--- src/hdl/smct_pkg.sv ---
// Package for the static memory cycle timing block: constants and states
package smct_pkg;

  // Default widths of the settings and the memory side
  localparam int unsigned SMCT_WAIT_W = 4;
  localparam int unsigned SMCT_ADDR_W = 24;
  localparam int unsigned SMCT_DATA_W = 16;
  localparam int unsigned SMCT_CFG_W = 8;

  // Position of the read delay adjust bit in the read delay configuration
  localparam int unsigned SMCT_RD_ADJ_BIT = 5;

  // Fixed phase lengths in bus clock cycles
  localparam int unsigned SMCT_HOLD_CYCLES = 1;
  localparam int unsigned SMCT_WR_TAIL_CYCLES = 1;

  // Inactive level of every active-low strobe
  localparam logic SMCT_STROBE_IDLE = 1'b1;

  // Access sequencer states, one-hot
  typedef enum logic [8:0] {
    SMCT_IDLE      = 9'h001,
    SMCT_RD_SETUP  = 9'h002,
    SMCT_RD_STROBE = 9'h004,
    SMCT_RD_FETCH  = 9'h008,
    SMCT_WR_SETUP  = 9'h010,
    SMCT_WR_BLS    = 9'h020,
    SMCT_WR_STROBE = 9'h040,
    SMCT_WR_TAIL   = 9'h080,
    SMCT_HOLD      = 9'h100
  } smct_state_e;

endpackage

--- src/hdl/smct_cnt_if.sv ---
// Interface between the access sequencer and its phase counter
`timescale 1ns/100ps
`default_nettype none
interface smct_cnt_if #(
  parameter int unsigned CNT_W = 6
);
  logic load;               // Start a new phase
  logic [CNT_W-1:0] len_m1; // Phase length minus one
  logic last;               // Current cycle is the final one of the phase

  modport ctrl (output load, output len_m1, input last);
  modport cnt (input load, input len_m1, output last);
endinterface
`default_nettype wire

--- src/hdl/smct_ctrl.sv ---
// Static external memory access sequencer with programmable phase lengths
`timescale 1ns/100ps
`default_nettype none
module smct_ctrl
  import smct_pkg::*;
#(
  parameter int unsigned WAIT_W = SMCT_WAIT_W,
  parameter int unsigned ADDR_W = SMCT_ADDR_W,
  parameter int unsigned DATA_W = SMCT_DATA_W
)(
  input wire logic clock_i,
  input wire logic rst_n_i,
  // Wait settings, from logic on this clock
  input wire logic [WAIT_W-1:0] oe_delay_cycles_i,
  input wire logic [WAIT_W-1:0] read_length_cycles_i,
  input wire logic [WAIT_W-1:0] we_delay_cycles_i,
  input wire logic [WAIT_W-1:0] write_length_cycles_i,
  input wire logic [SMCT_CFG_W-1:0] read_delay_config_i,
  // Access request
  input wire logic req_valid_i,
  output logic req_ready_o,
  input wire logic req_write_i,
  input wire logic [ADDR_W-1:0] req_addr_i,
  input wire logic [DATA_W-1:0] req_wdata_i,
  input wire logic [DATA_W/8-1:0] req_lanes_i,
  // Access completion
  output logic rsp_valid_o,
  output logic [DATA_W-1:0] rsp_rdata_o,
  // Memory pins
  output logic cs_n_o,
  output logic oe_n_o,
  output logic we_n_o,
  output logic [DATA_W/8-1:0] byte_lane_select_n_o,
  output logic [ADDR_W-1:0] addr_o,
  input wire logic [DATA_W-1:0] data_i,
  output logic [DATA_W-1:0] data_o,
  output logic data_oe_o
);

  localparam int unsigned CNT_W = WAIT_W + 2; // Room for sums without wrap
  localparam int unsigned LANES = DATA_W / 8;

  // Refuse shapes the lane logic cannot serve
  if (WAIT_W < 1 || ADDR_W < 1 || DATA_W < 8 || (DATA_W % 8) != 0)
  begin : g_check
    $error("smct_ctrl: unsupported width parameters");
  end

  // Saturating difference a - b, zero when b exceeds a
  function automatic logic [CNT_W-1:0] sat_sub(input logic [CNT_W-1:0] a,
                                               input logic [CNT_W-1:0] b);
    logic [CNT_W-1:0] r;
    r = (a > b) ? (a - b) : '0;
    return r;
  endfunction

  smct_state_e state_q; // Sequencer state
  smct_state_e state_d;
  logic wr_q; // Access in flight is a write
  logic [ADDR_W-1:0] addr_q; // Latched address
  logic [DATA_W-1:0] wdata_q; // Latched write data
  logic [LANES-1:0] lanes_q; // Latched lane enables, active high
  logic [CNT_W-1:0] strobe_m1_q; // Strobe phase length minus one
  logic [DATA_W-1:0] din_meta_q; // First sampling stage of the data pins
  logic [DATA_W-1:0] din_q; // Second sampling stage, the only one read
  logic rsp_valid_q; // Completion pulse
  logic [DATA_W-1:0] rdata_q; // Captured read data
  logic cs_n_q;
  logic oe_n_q;
  logic we_n_q;
  logic bls_n_q;
  logic data_oe_q;

  // Settings widened so that sums and differences never wrap
  logic [CNT_W-1:0] oed_w;
  logic [CNT_W-1:0] rdl_w;
  logic [CNT_W-1:0] wed_w;
  logic [CNT_W-1:0] wrl_w;
  logic [CNT_W-1:0] rd_adj_w; // One when the read delay adjust bit is set
  logic [CNT_W-1:0] rd_delay; // Chip select to output enable, in cycles
  logic [CNT_W-1:0] rd_width; // Output enable pulse, in cycles
  logic [CNT_W-1:0] wr_eff; // Write length, never below the enable delay

  assign oed_w = CNT_W'(oe_delay_cycles_i);
  assign rdl_w = CNT_W'(read_length_cycles_i);
  assign wed_w = CNT_W'(we_delay_cycles_i);
  assign wrl_w = CNT_W'(write_length_cycles_i);
  assign rd_adj_w = CNT_W'(read_delay_config_i[SMCT_RD_ADJ_BIT]);

  // Read phase lengths from the settings
  always_comb
  begin
    if (rdl_w < oed_w)
    begin
      // Short read: strobes move with chip select, single cycle pulse
      rd_delay = '0;
      rd_width = CNT_W'(1);
    end
    else
    begin
      // Adjust bit moves the edge later and shortens the pulse
      rd_delay = oed_w + rd_adj_w;
      if (rd_delay > rdl_w)
      begin
        rd_delay = rdl_w;
      end
      rd_width = sat_sub(rdl_w + CNT_W'(1), oed_w + rd_adj_w);
      if (rd_width == '0)
      begin
        rd_width = CNT_W'(1);
      end
    end
  end

  // Write length below the enable delay is raised to it, which keeps
  // the enable pulse at one cycle and the lane pulse at three
  assign wr_eff = (wrl_w < wed_w) ? wed_w : wrl_w;

  smct_cnt_if #(.CNT_W(CNT_W)) cnt_if ();

  smct_phase_cnt #(
    .CNT_W(CNT_W)
  ) u_phase_cnt (
    .clock_i(clock_i),
    .rst_n_i(rst_n_i),
    .cnt_if(cnt_if)
  );

  // Next state and phase counter loads
  always_comb
  begin
    state_d = state_q;
    cnt_if.load = 1'b0;
    cnt_if.len_m1 = '0;
    case (state_q)
      SMCT_IDLE:
      begin
        if (req_valid_i && req_write_i)
        begin
          // Lanes wait the enable delay; none means lanes with chip select
          cnt_if.load = 1'b1;
          cnt_if.len_m1 = sat_sub(wed_w, CNT_W'(1));
          state_d = (wed_w == '0) ? SMCT_WR_BLS : SMCT_WR_SETUP;
        end
        else if (req_valid_i)
        begin
          // Address goes out with chip select, strobes after the delay
          cnt_if.load = 1'b1;
          cnt_if.len_m1 = (rd_delay == '0) ? sat_sub(rd_width, CNT_W'(1))
                                           : sat_sub(rd_delay, CNT_W'(1));
          state_d = (rd_delay == '0) ? SMCT_RD_STROBE : SMCT_RD_SETUP;
        end
      end
      SMCT_RD_SETUP:
      begin
        if (cnt_if.last)
        begin
          cnt_if.load = 1'b1;
          cnt_if.len_m1 = strobe_m1_q;
          state_d = SMCT_RD_STROBE;
        end
      end
      SMCT_RD_STROBE:
      begin
        if (cnt_if.last)
        begin
          state_d = SMCT_HOLD;
        end
      end
      SMCT_WR_SETUP:
      begin
        if (cnt_if.last)
        begin
          state_d = SMCT_WR_BLS;
        end
      end
      SMCT_WR_BLS:
      begin
        // Write enable follows the lanes by one cycle
        cnt_if.load = 1'b1;
        cnt_if.len_m1 = strobe_m1_q;
        state_d = SMCT_WR_STROBE;
      end
      SMCT_WR_STROBE:
      begin
        if (cnt_if.last)
        begin
          state_d = SMCT_WR_TAIL;
        end
      end
      SMCT_WR_TAIL:
      begin
        // Lanes outlast write enable by one cycle, address and data stay
        state_d = SMCT_HOLD;
      end
      SMCT_HOLD:
      begin
        // Chip select high, address still out for one cycle
        state_d = wr_q ? SMCT_IDLE : SMCT_RD_FETCH;
      end
      SMCT_RD_FETCH:
      begin
        state_d = SMCT_IDLE;
      end
      default:
      begin
        state_d = SMCT_IDLE;
      end
    endcase
  end

  // Sequencer state
  always_ff @(posedge clock_i)
  begin
    if (!rst_n_i)
    begin
      state_q <= SMCT_IDLE;
    end
    else
    begin
      state_q <= state_d;
    end
  end

  // Request capture; settings are frozen for the whole access
  always_ff @(posedge clock_i)
  begin
    if (!rst_n_i)
    begin
      wr_q <= 1'b0;
      addr_q <= '0;
      wdata_q <= '0;
      lanes_q <= '0;
      strobe_m1_q <= '0;
    end
    else if (state_q == SMCT_IDLE && req_valid_i)
    begin
      wr_q <= req_write_i;
      addr_q <= req_addr_i;
      wdata_q <= req_wdata_i;
      lanes_q <= req_lanes_i;
      // Write enable pulse is write length minus delay plus one
      strobe_m1_q <= req_write_i ? (wr_eff - wed_w) : sat_sub(rd_width, CNT_W'(1));
    end
  end

  // Pin levels registered from the next state, so pins move with state_q
  always_ff @(posedge clock_i)
  begin
    if (!rst_n_i)
    begin
      cs_n_q <= SMCT_STROBE_IDLE;
      oe_n_q <= SMCT_STROBE_IDLE;
      we_n_q <= SMCT_STROBE_IDLE;
      bls_n_q <= SMCT_STROBE_IDLE;
      data_oe_q <= 1'b0;
    end
    else
    begin
      cs_n_q <= !(state_d inside {SMCT_RD_SETUP, SMCT_RD_STROBE, SMCT_WR_SETUP,
                                  SMCT_WR_BLS, SMCT_WR_STROBE, SMCT_WR_TAIL});
      oe_n_q <= (state_d != SMCT_RD_STROBE);
      we_n_q <= (state_d != SMCT_WR_STROBE);
      bls_n_q <= !(state_d inside {SMCT_RD_STROBE, SMCT_WR_BLS, SMCT_WR_STROBE,
                                   SMCT_WR_TAIL});
      // Write data from chip select until one cycle after the lanes rise
      data_oe_q <= (state_d inside {SMCT_WR_SETUP, SMCT_WR_BLS, SMCT_WR_STROBE,
                                    SMCT_WR_TAIL})
                   || (state_d == SMCT_HOLD && wr_q);
    end
  end

  // Data pins pass two stages; the first feeds only the second
  always_ff @(posedge clock_i)
  begin
    if (!rst_n_i)
    begin
      din_meta_q <= '0;
      din_q <= '0;
    end
    else
    begin
      din_meta_q <= data_i;
      din_q <= din_meta_q;
    end
  end

  // Completion; the read word is the pin value at the edge that ends the
  // strobe, which reaches the second stage one cycle later
  always_ff @(posedge clock_i)
  begin
    if (!rst_n_i)
    begin
      rsp_valid_q <= 1'b0;
      rdata_q <= '0;
    end
    else
    begin
      rsp_valid_q <= (state_q == SMCT_RD_FETCH) || (state_q == SMCT_HOLD && wr_q);
      if (state_q == SMCT_RD_FETCH)
      begin
        rdata_q <= din_q;
      end
    end
  end

  // A new access is taken only from idle
  assign req_ready_o = (state_q == SMCT_IDLE);
  assign rsp_valid_o = rsp_valid_q;
  assign rsp_rdata_o = rdata_q;
  assign cs_n_o = cs_n_q;
  assign oe_n_o = oe_n_q;
  assign we_n_o = we_n_q;
  // Only the requested lanes go low; the rest stay high throughout
  assign byte_lane_select_n_o = bls_n_q ? {LANES{1'b1}} : ~lanes_q;
  assign addr_o = addr_q;
  assign data_o = wdata_q;
  assign data_oe_o = data_oe_q;

endmodule
`default_nettype wire

--- src/hdl/smct_phase_cnt.sv ---
// Down counter that times one phase of an external memory access
`timescale 1ns/100ps
`default_nettype none
module smct_phase_cnt
  import smct_pkg::*;
#(
  parameter int unsigned CNT_W = 6
)(
  input wire logic clock_i,
  input wire logic rst_n_i,
  smct_cnt_if.cnt cnt_if
);

  logic [CNT_W-1:0] cnt_q; // Cycles left after the present one

  // A counter needs at least one bit to time even a one-cycle phase
  if (CNT_W < 1)
  begin : g_check
    $error("smct_phase_cnt: counter width must be at least one");
  end

  // Load on phase entry, else count toward zero and park there
  always_ff @(posedge clock_i)
  begin
    if (!rst_n_i)
    begin
      cnt_q <= '0;
    end
    else if (cnt_if.load)
    begin
      cnt_q <= cnt_if.len_m1;
    end
    else if (cnt_q != '0)
    begin
      cnt_q <= cnt_q - 1'b1;
    end
  end

  // A loaded zero makes the very next cycle the last one
  assign cnt_if.last = (cnt_q == '0);

endmodule
`default_nettype wire

--- config.mk ---
export PLATFORM = sky130hd
export DESIGN_NAME = smct_ctrl
export DESIGN_NICKNAME = d
export VERILOG_FILES = /design/src/hdl/smct_pkg.sv /design/src/hdl/smct_cnt_if.sv /design/src/hdl/smct_ctrl.sv /design/src/hdl/smct_phase_cnt.sv
export SDC_FILE = /design/constraint.sdc
export NUM_CORES = 1
export LEC_CHECK = 0
export ABC_AREA = 0
export BUFFER_PORTS_ARGS = -buffer_cell sky130_fd_sc_hd__buf_2
export CAP_MARGIN = 10
export CORE_MARGIN = 1.5
export CORE_UTILIZATION = 45
export CTS_BUF_LIST = sky130_fd_sc_hd__clkbuf_4 sky130_fd_sc_hd__clkbuf_8
export CTS_CLUSTER_SIZE = 12
export DETAILED_ROUTE_END_ITERATION = 8
export PLACE_DENSITY = 0.75
export SYNTH_ARGS = -nofsm -noshare
export SYNTH_HDL_FRONTEND = slang
export SYNTH_SLANG_ARGS = --single-unit
export TNS_END_PERCENT = 5
--- constraint.sdc ---
create_clock -name clock_i -period 4.5 [get_ports clock_i]
set_input_delay 0.45 -clock clock_i [delete_from_list [all_inputs] [get_ports clock_i]]
set_output_delay 0.45 -clock clock_i [all_outputs]
set_load 0.01 [all_outputs]
# Word-level counts from Yosys, hierarchy flattened
# Cells that the tools add are included.
# Widths: inputs -> output; s select.
# classes
add_sub_neg,8
reduce_logical,17
eq_ne,18
n_mux,32
bitwise,1
order_cmp,7
# ops
operator,count
$mux 6,14
$pmux 9 s8,1
$mux 9,6
$logic_not 6->1,4
$eq 9x2->1 const B,2
$eq 9x3->1 const B,2
$eq 9x5->1 const B,2
$eq 9x6->1 const B,2
$eq 9x7->1 const B,2
$eq 9x8->1 const B,2
$eq 9x9->1 const B,2
$pmux 6 s3,1
$sub 6x1->6 const B,3
$gt 6x1->1 const B,2
$reduce_bool 6->1,2
$mux 5,2
$eq 9x1->1 const B,1
$eq 9x4->1 const B,1
$ne 9x3->1 const B,1
$ne 9x7->1 const B,1
$lt 4x4->1,2
$mux 4,2
$reduce_bool 4->1,2
$gt 6x4->1,1
16 further kinds,23
# totals
out_inout_bits,64
in_bits,86
word_cells,99
register_bits,118

# Logic depth before layout (Yosys ltp)
# depth
depth_word,13
depth_mapped,18
ltp_nobuf,17

# Hierarchy
# Synthesis repeated with hierarchy kept, for this count alone.
# hier_totals
cells_unflattened,687
hier_area_um2,5925.7
# modules_own_cells
module,instances,area_per_inst_um2,seq_area_each_um2,cells_each
smct_ctrl,1,5569.1,2242.2,644
smct_phase_cnt,1,356.6,120.1,43

# Least setup slack after synthesis
# No wires, ideal clock.
# synth_timing
path_kind,input-to-reg
startpoint,input port oe_delay_cycles_i[0]
endpoint,"register cs_n_q, in the netlist cs_n_o"
t_arrival_ps,3590
path_buffers,1
t_required_ps,4412
setup_ps,88
cell_stages,17
slack_ps,822
cell_sequence,ha_1 -> ha_1 -> xor2_1 -> ha_1 -> nand4b_1 -> and3_4 -> buf_6 -> o21ai_0 -> nand2_1 -> a21boi_0 -> inv_1 -> ha_1 -> o2111ai_1 -> o211ai_1 -> a21oi_1 -> and2b_1 -> nor4_2
# synth_between
elab_chain_cells,12
word_cells_on_any_way,18
cone_classes,add/sub (1); order compare (2); eq/ne (6); mux (6); reduce/logical (3)
# synth_rtl
item,line_no,rtl
"start, declared",smct_ctrl.sv:14,"input wire logic [WAIT_W-1:0] oe_delay_cycles_i,"
$add 4x1->5,smct_ctrl.sv:102,rd_delay = oed_w + rd_adj_w;
$gt 6x4->1,smct_ctrl.sv:103,if (rd_delay > rdl_w)
$mux 5,smct_ctrl.sv:103,
$mux 5 (*),smct_ctrl.sv:93,if (rdl_w < oed_w)
$logic_not 6->1 (*),smct_ctrl.sv:151,state_d = (rd_delay == '0) ? SMCT_RD_STROBE : SMCT_RD_SETUP;
$mux 3 (*),smct_ctrl.sv:151,
$mux 9 (*),smct_ctrl.sv:145,else if (req_valid_i)
$mux 9 (*),smct_ctrl.sv:138,if (req_valid_i && req_write_i)
$pmux 9 s8 (*),smct_ctrl.sv:135,case (state_q)
"$eq 9x2->1, or another cell as far along",smct_ctrl.sv:260,"cs_n_q <= !(state_d inside {SMCT_RD_SETUP, SMCT_RD_STROBE, SMCT_WR_SETUP,"
$reduce_bool 6->1 (*),smct_ctrl.sv:260,
$logic_not 1->1 (*),smct_ctrl.sv:260,
"end signal, assigned",smct_ctrl.sv:260,
"end, declared",smct_ctrl.sv:68,logic cs_n_q;
# Mark *: on every way between the ends. The rest lies on a longest branch, timed or not.
# A chain may end at the register's enable or synchronous reset.

# Worst setup path in the final report
# Same ends and word-level chain as after synthesis.

==> summary.txt <==
Setup path
  • Crit. End Element: flop
  • Crit-path cells: buf_2 > ha_1 > ha_1 > xor2_1 > ha_1 > nand4b_1 > and3_4 > o21ai_0 > nand2_1 > a21boi_0 > inv_1 > ha_1 > o2111ai_1 > o211ai_1 > a21oi_1 > and2b_1 > nor4_2
  • WP buf/inv: 2
  • Critical path type: input port to flop
  • CP Launch Type: input port
  • Crit path max fanout: 8
  • Slowest CP cell: o21ai_0
  • CP max stage delay: 0.36 ns
  • CP delay by family, top: compound AO/OA/AOI/OAI gates
  • Arrival @ worst endpoint: 4.11 ns
  • Crit path required time: 4.84 ns
  • CP most frequent cell: ha_1

Clocking
  • CTS tree: yes
  • Sink Count: between 100 and 150
  • Clk buf depth: 2
  • CTS buffer count: 17
  • Root buf cell: clkbuf_8
  • Cts repair resizes: 0
  • Worst-path clk slew: 0.07 ns
  • Postcts setup bufs: 0
  • H-tree depth: 4
  • Latest clock arrival within the worst-skew pair: 0.43 ns
  • Hold Buf Count CTS: 0

Placed design
  • DP Area: 6770 sq um
  • Port Buffer Count: 142
  • Placer Congestion: between 0.9 and 1
  • Dpl hpwl: between 10,000 and 15,000 um
  • Placed cell count: 988

Logic synthesis
  • Post-Syn Area per Cell: 8.48 sq um
  • Leading area contributor after synthesis: dfxtp_1
  • Syn Nets: just over 800
  • Top cell type's share of synthesized area: 0.395
  • Async SR Flop Fraction: 0
  • Synth area leaders: dfxtp_1 (39%), nand2_1 (9.2%), a21boi_0 (7.8%), ha_1 (6.5%), and2_1 (3.9%)
  • Ys flop type: dfxtp_1
  • YS warnings: 0
  • Sequential area share after synthesis: 0.395
  • Synthesized instance count: 706
  • Post-Syn Area: 5980 sq um
  • Yosys cell types: 78
  • Post-synth EDFFs: 0
  • Seq cells post-synth: 118

Floorplanning
  • Die Span X: 118 um
  • Die footprint: 14,000 sq um
  • Die Y: 118 um
  • Area of the core: 12,800 sq um
  • Initial core utilization: 0.469
  • I/O Pins: 150
  • FP Rows: 41

Drt
  • Vias per cell: 5.24
  • 1st-iter DRT viols: 463
  • Initial DRT Pass Iterations: 5
  • Antenna viol nets, final: 0
  • Final wirelength: 14,500 um
  • Via Count: 5,342
  • DR WL/cell: 14.2 um
  • DRC Markers: 0

Finish
  • Area Growth Syn to Fin: 19.3%
  • Inserted Diodes: 0
  • Final instance area: 7140 sq um
  • FILL cells: roughly 1,200
  • Most common cell after layout, fill and taps aside: nand2_1
  • Commonest non-fill, non-tap cells in the layout: nand2_1 (146), buf_2 (142), dfxtp_1 (118), a21boi_0 (62), and2_1 (37)
  • Final nets: 954
  • Register area: roughly 2400 sq um
  • Final Non-Filler Cells: approximately 1,000
  • Area of the multi-input gates: 3330 sq um
  • Layout cells sized above 1: 0.232

Run status
  • Status: complete, no violations

Pwr
  • PwrDens: 414 nW/um^2
  • Peak VDD IR: 0.000195 V
  • Leakage: between 0.003 and 0.004 uW

STA
  • Maximum clock frequency: approximately 0.27 GHz
  • RSZ-0062 raised after global routing: no
  • Rel. slew slack: 0.479
  • Setup TNS: 0 ns
  • Crit path time final: 3.76 ns
  • Final setup viols: 0
  • Clock Skew: 0.0123 ns
  • Slew @ Worst Pin: 0.779 ns
  • Tcrit/Tclk final: 0.836
  • Pins Over Slew Limit: 0
  • Final hold vios: 0

GRT
  • Initial antenna violation count: 0
  • Total gr overflow: 0
  • Gr usage total: 0.210
  • Maximum number of pins on one net before global-route repair: 93
  • Number of global-route vias before repair: between 4,000 and 5,000
  • First-pass GRT wire length: 24,100 um

Run
  • Max Cap Viol: 0

Min path
  • Hold Path Class: input port to flop
[stage by stage]
stage	total power, uW	utilization	hold WS (ns)	setup WS, ns
2_1_floorplan	1860	-	0.406	0.822
4_1_cts	2970	0.559	0.204	0.791
3_3_place_gp	2060	0.530	0.413	0.401
3_5_place_dp	2070	0.530	0.418	0.362
5_1_grt	3150	0.559	0.193	0.464
6_report	2960	0.559	0.219	0.737
[synthesized netlist by cell type (4+ instances only)]
library cell	count
inv_1	28
o21a_1	4
nand4_1	8
a21boi_0	62
nor4b_1	5
o211ai_1	9
a21oi_1	19
xnor2_1	10
nand2_1	146
nor2b_1	4
dfxtp_1	118
ha_1	31
nor4_1	4
nand2b_1	10
nand3b_1	4
xor2_1	4
clkbuf_1	22
o21ai_0	26
o2111ai_1	5
nor2_1	30
nor3_1	15
and2_1	37
nand3_1	17
buf_2	10
[sequential cells by signal, indices dropped and copies added (netlist names)]
name               flops
rsp_rdata_o           16
wr_q                   1
we_n_o                 1
addr_o                24
din_q                 16
data_o                16
rsp_valid_o            1
data_oe_o              1
strobe_m1_q            6
cs_n_o                 1
din_meta_q            16
u_phase_cnt.cnt_q      6
lanes_q                2
oe_n_o                 1
bls_n_q                1
state_q                9
[per-layer routing]
layer,GRT usage,wire [um],vias to the layer above
li1,-,-,2704
met1,0.276,6720,2482
met2,0.340,6880,134
met3,0.0439,622,22
met4,0.0739,268,0
met5,0,0,-
[final cells by class]
class | count | share of cell area
clock buffers | 18 | 0.0338
clock inverters | 14 | 0.0182
inverters | 28 | 0.0147
multi-input cells | 522 | 0.466
flip-flops and latches | 118 | 0.331
well taps | 172 | 0.0301
repair buffers | 148 | 0.106
[worst reg2reg max path: cells and delay by family (launching register included)]
kind / cells / cell delay [ns]
AND/OR/NAND/NOR: 4 / 0.95
AO/OA/AOI/OAI: 3 / 0.34
buffers and inverters: 1 / 0.44
flip-flops: 1 / 0.47
[power by group]
part / internal, uW / leakage [uW] / total (uW) / switching [uW]
combinational: 353 / 0.00198 / 856 / 503
sequential: 1140 / 0.000967 / 1200 / 59.6
clock: 447 / 0.000192 / 897 / 450
[worst paths after layout]
path / start / cells past startpoint / endpoint / slack, ns
max: oe_delay_cycles_i[0] / 17 / cs_n_o$_SDFF_PN1_ / 0.74
min: data_i[9] / 2 / din_meta_q[9]$_SDFF_PN0_ / 0.22
max reg2reg: state_q[5]$_SDFF_PN0_ / 8 / u_phase_cnt.cnt_q[1]$_SDFFE_PN0P_ / 2.18
min reg2reg: din_meta_q[12]$_SDFF_PN0_ / 1 / din_q[12]$_SDFF_PN0_ / 0.43
[kinds of logic (layout without fill, tap and decap cells)]
family / Yosys count / count (layout) / share of synthesized area
flops: 118 / 118 / 0.395
fa+ha+maj: 33 / 33 / 0.0715
compound gates: 169 / 169 / 0.208
buf+inv: 66 / 208 / 0.0491
mux: 5 / 5 / 0.00878
xor+xnor: 14 / 14 / 0.0205
simple gates: 301 / 301 / 0.248
Note: power is estimated with default switching activity, not from simulation.
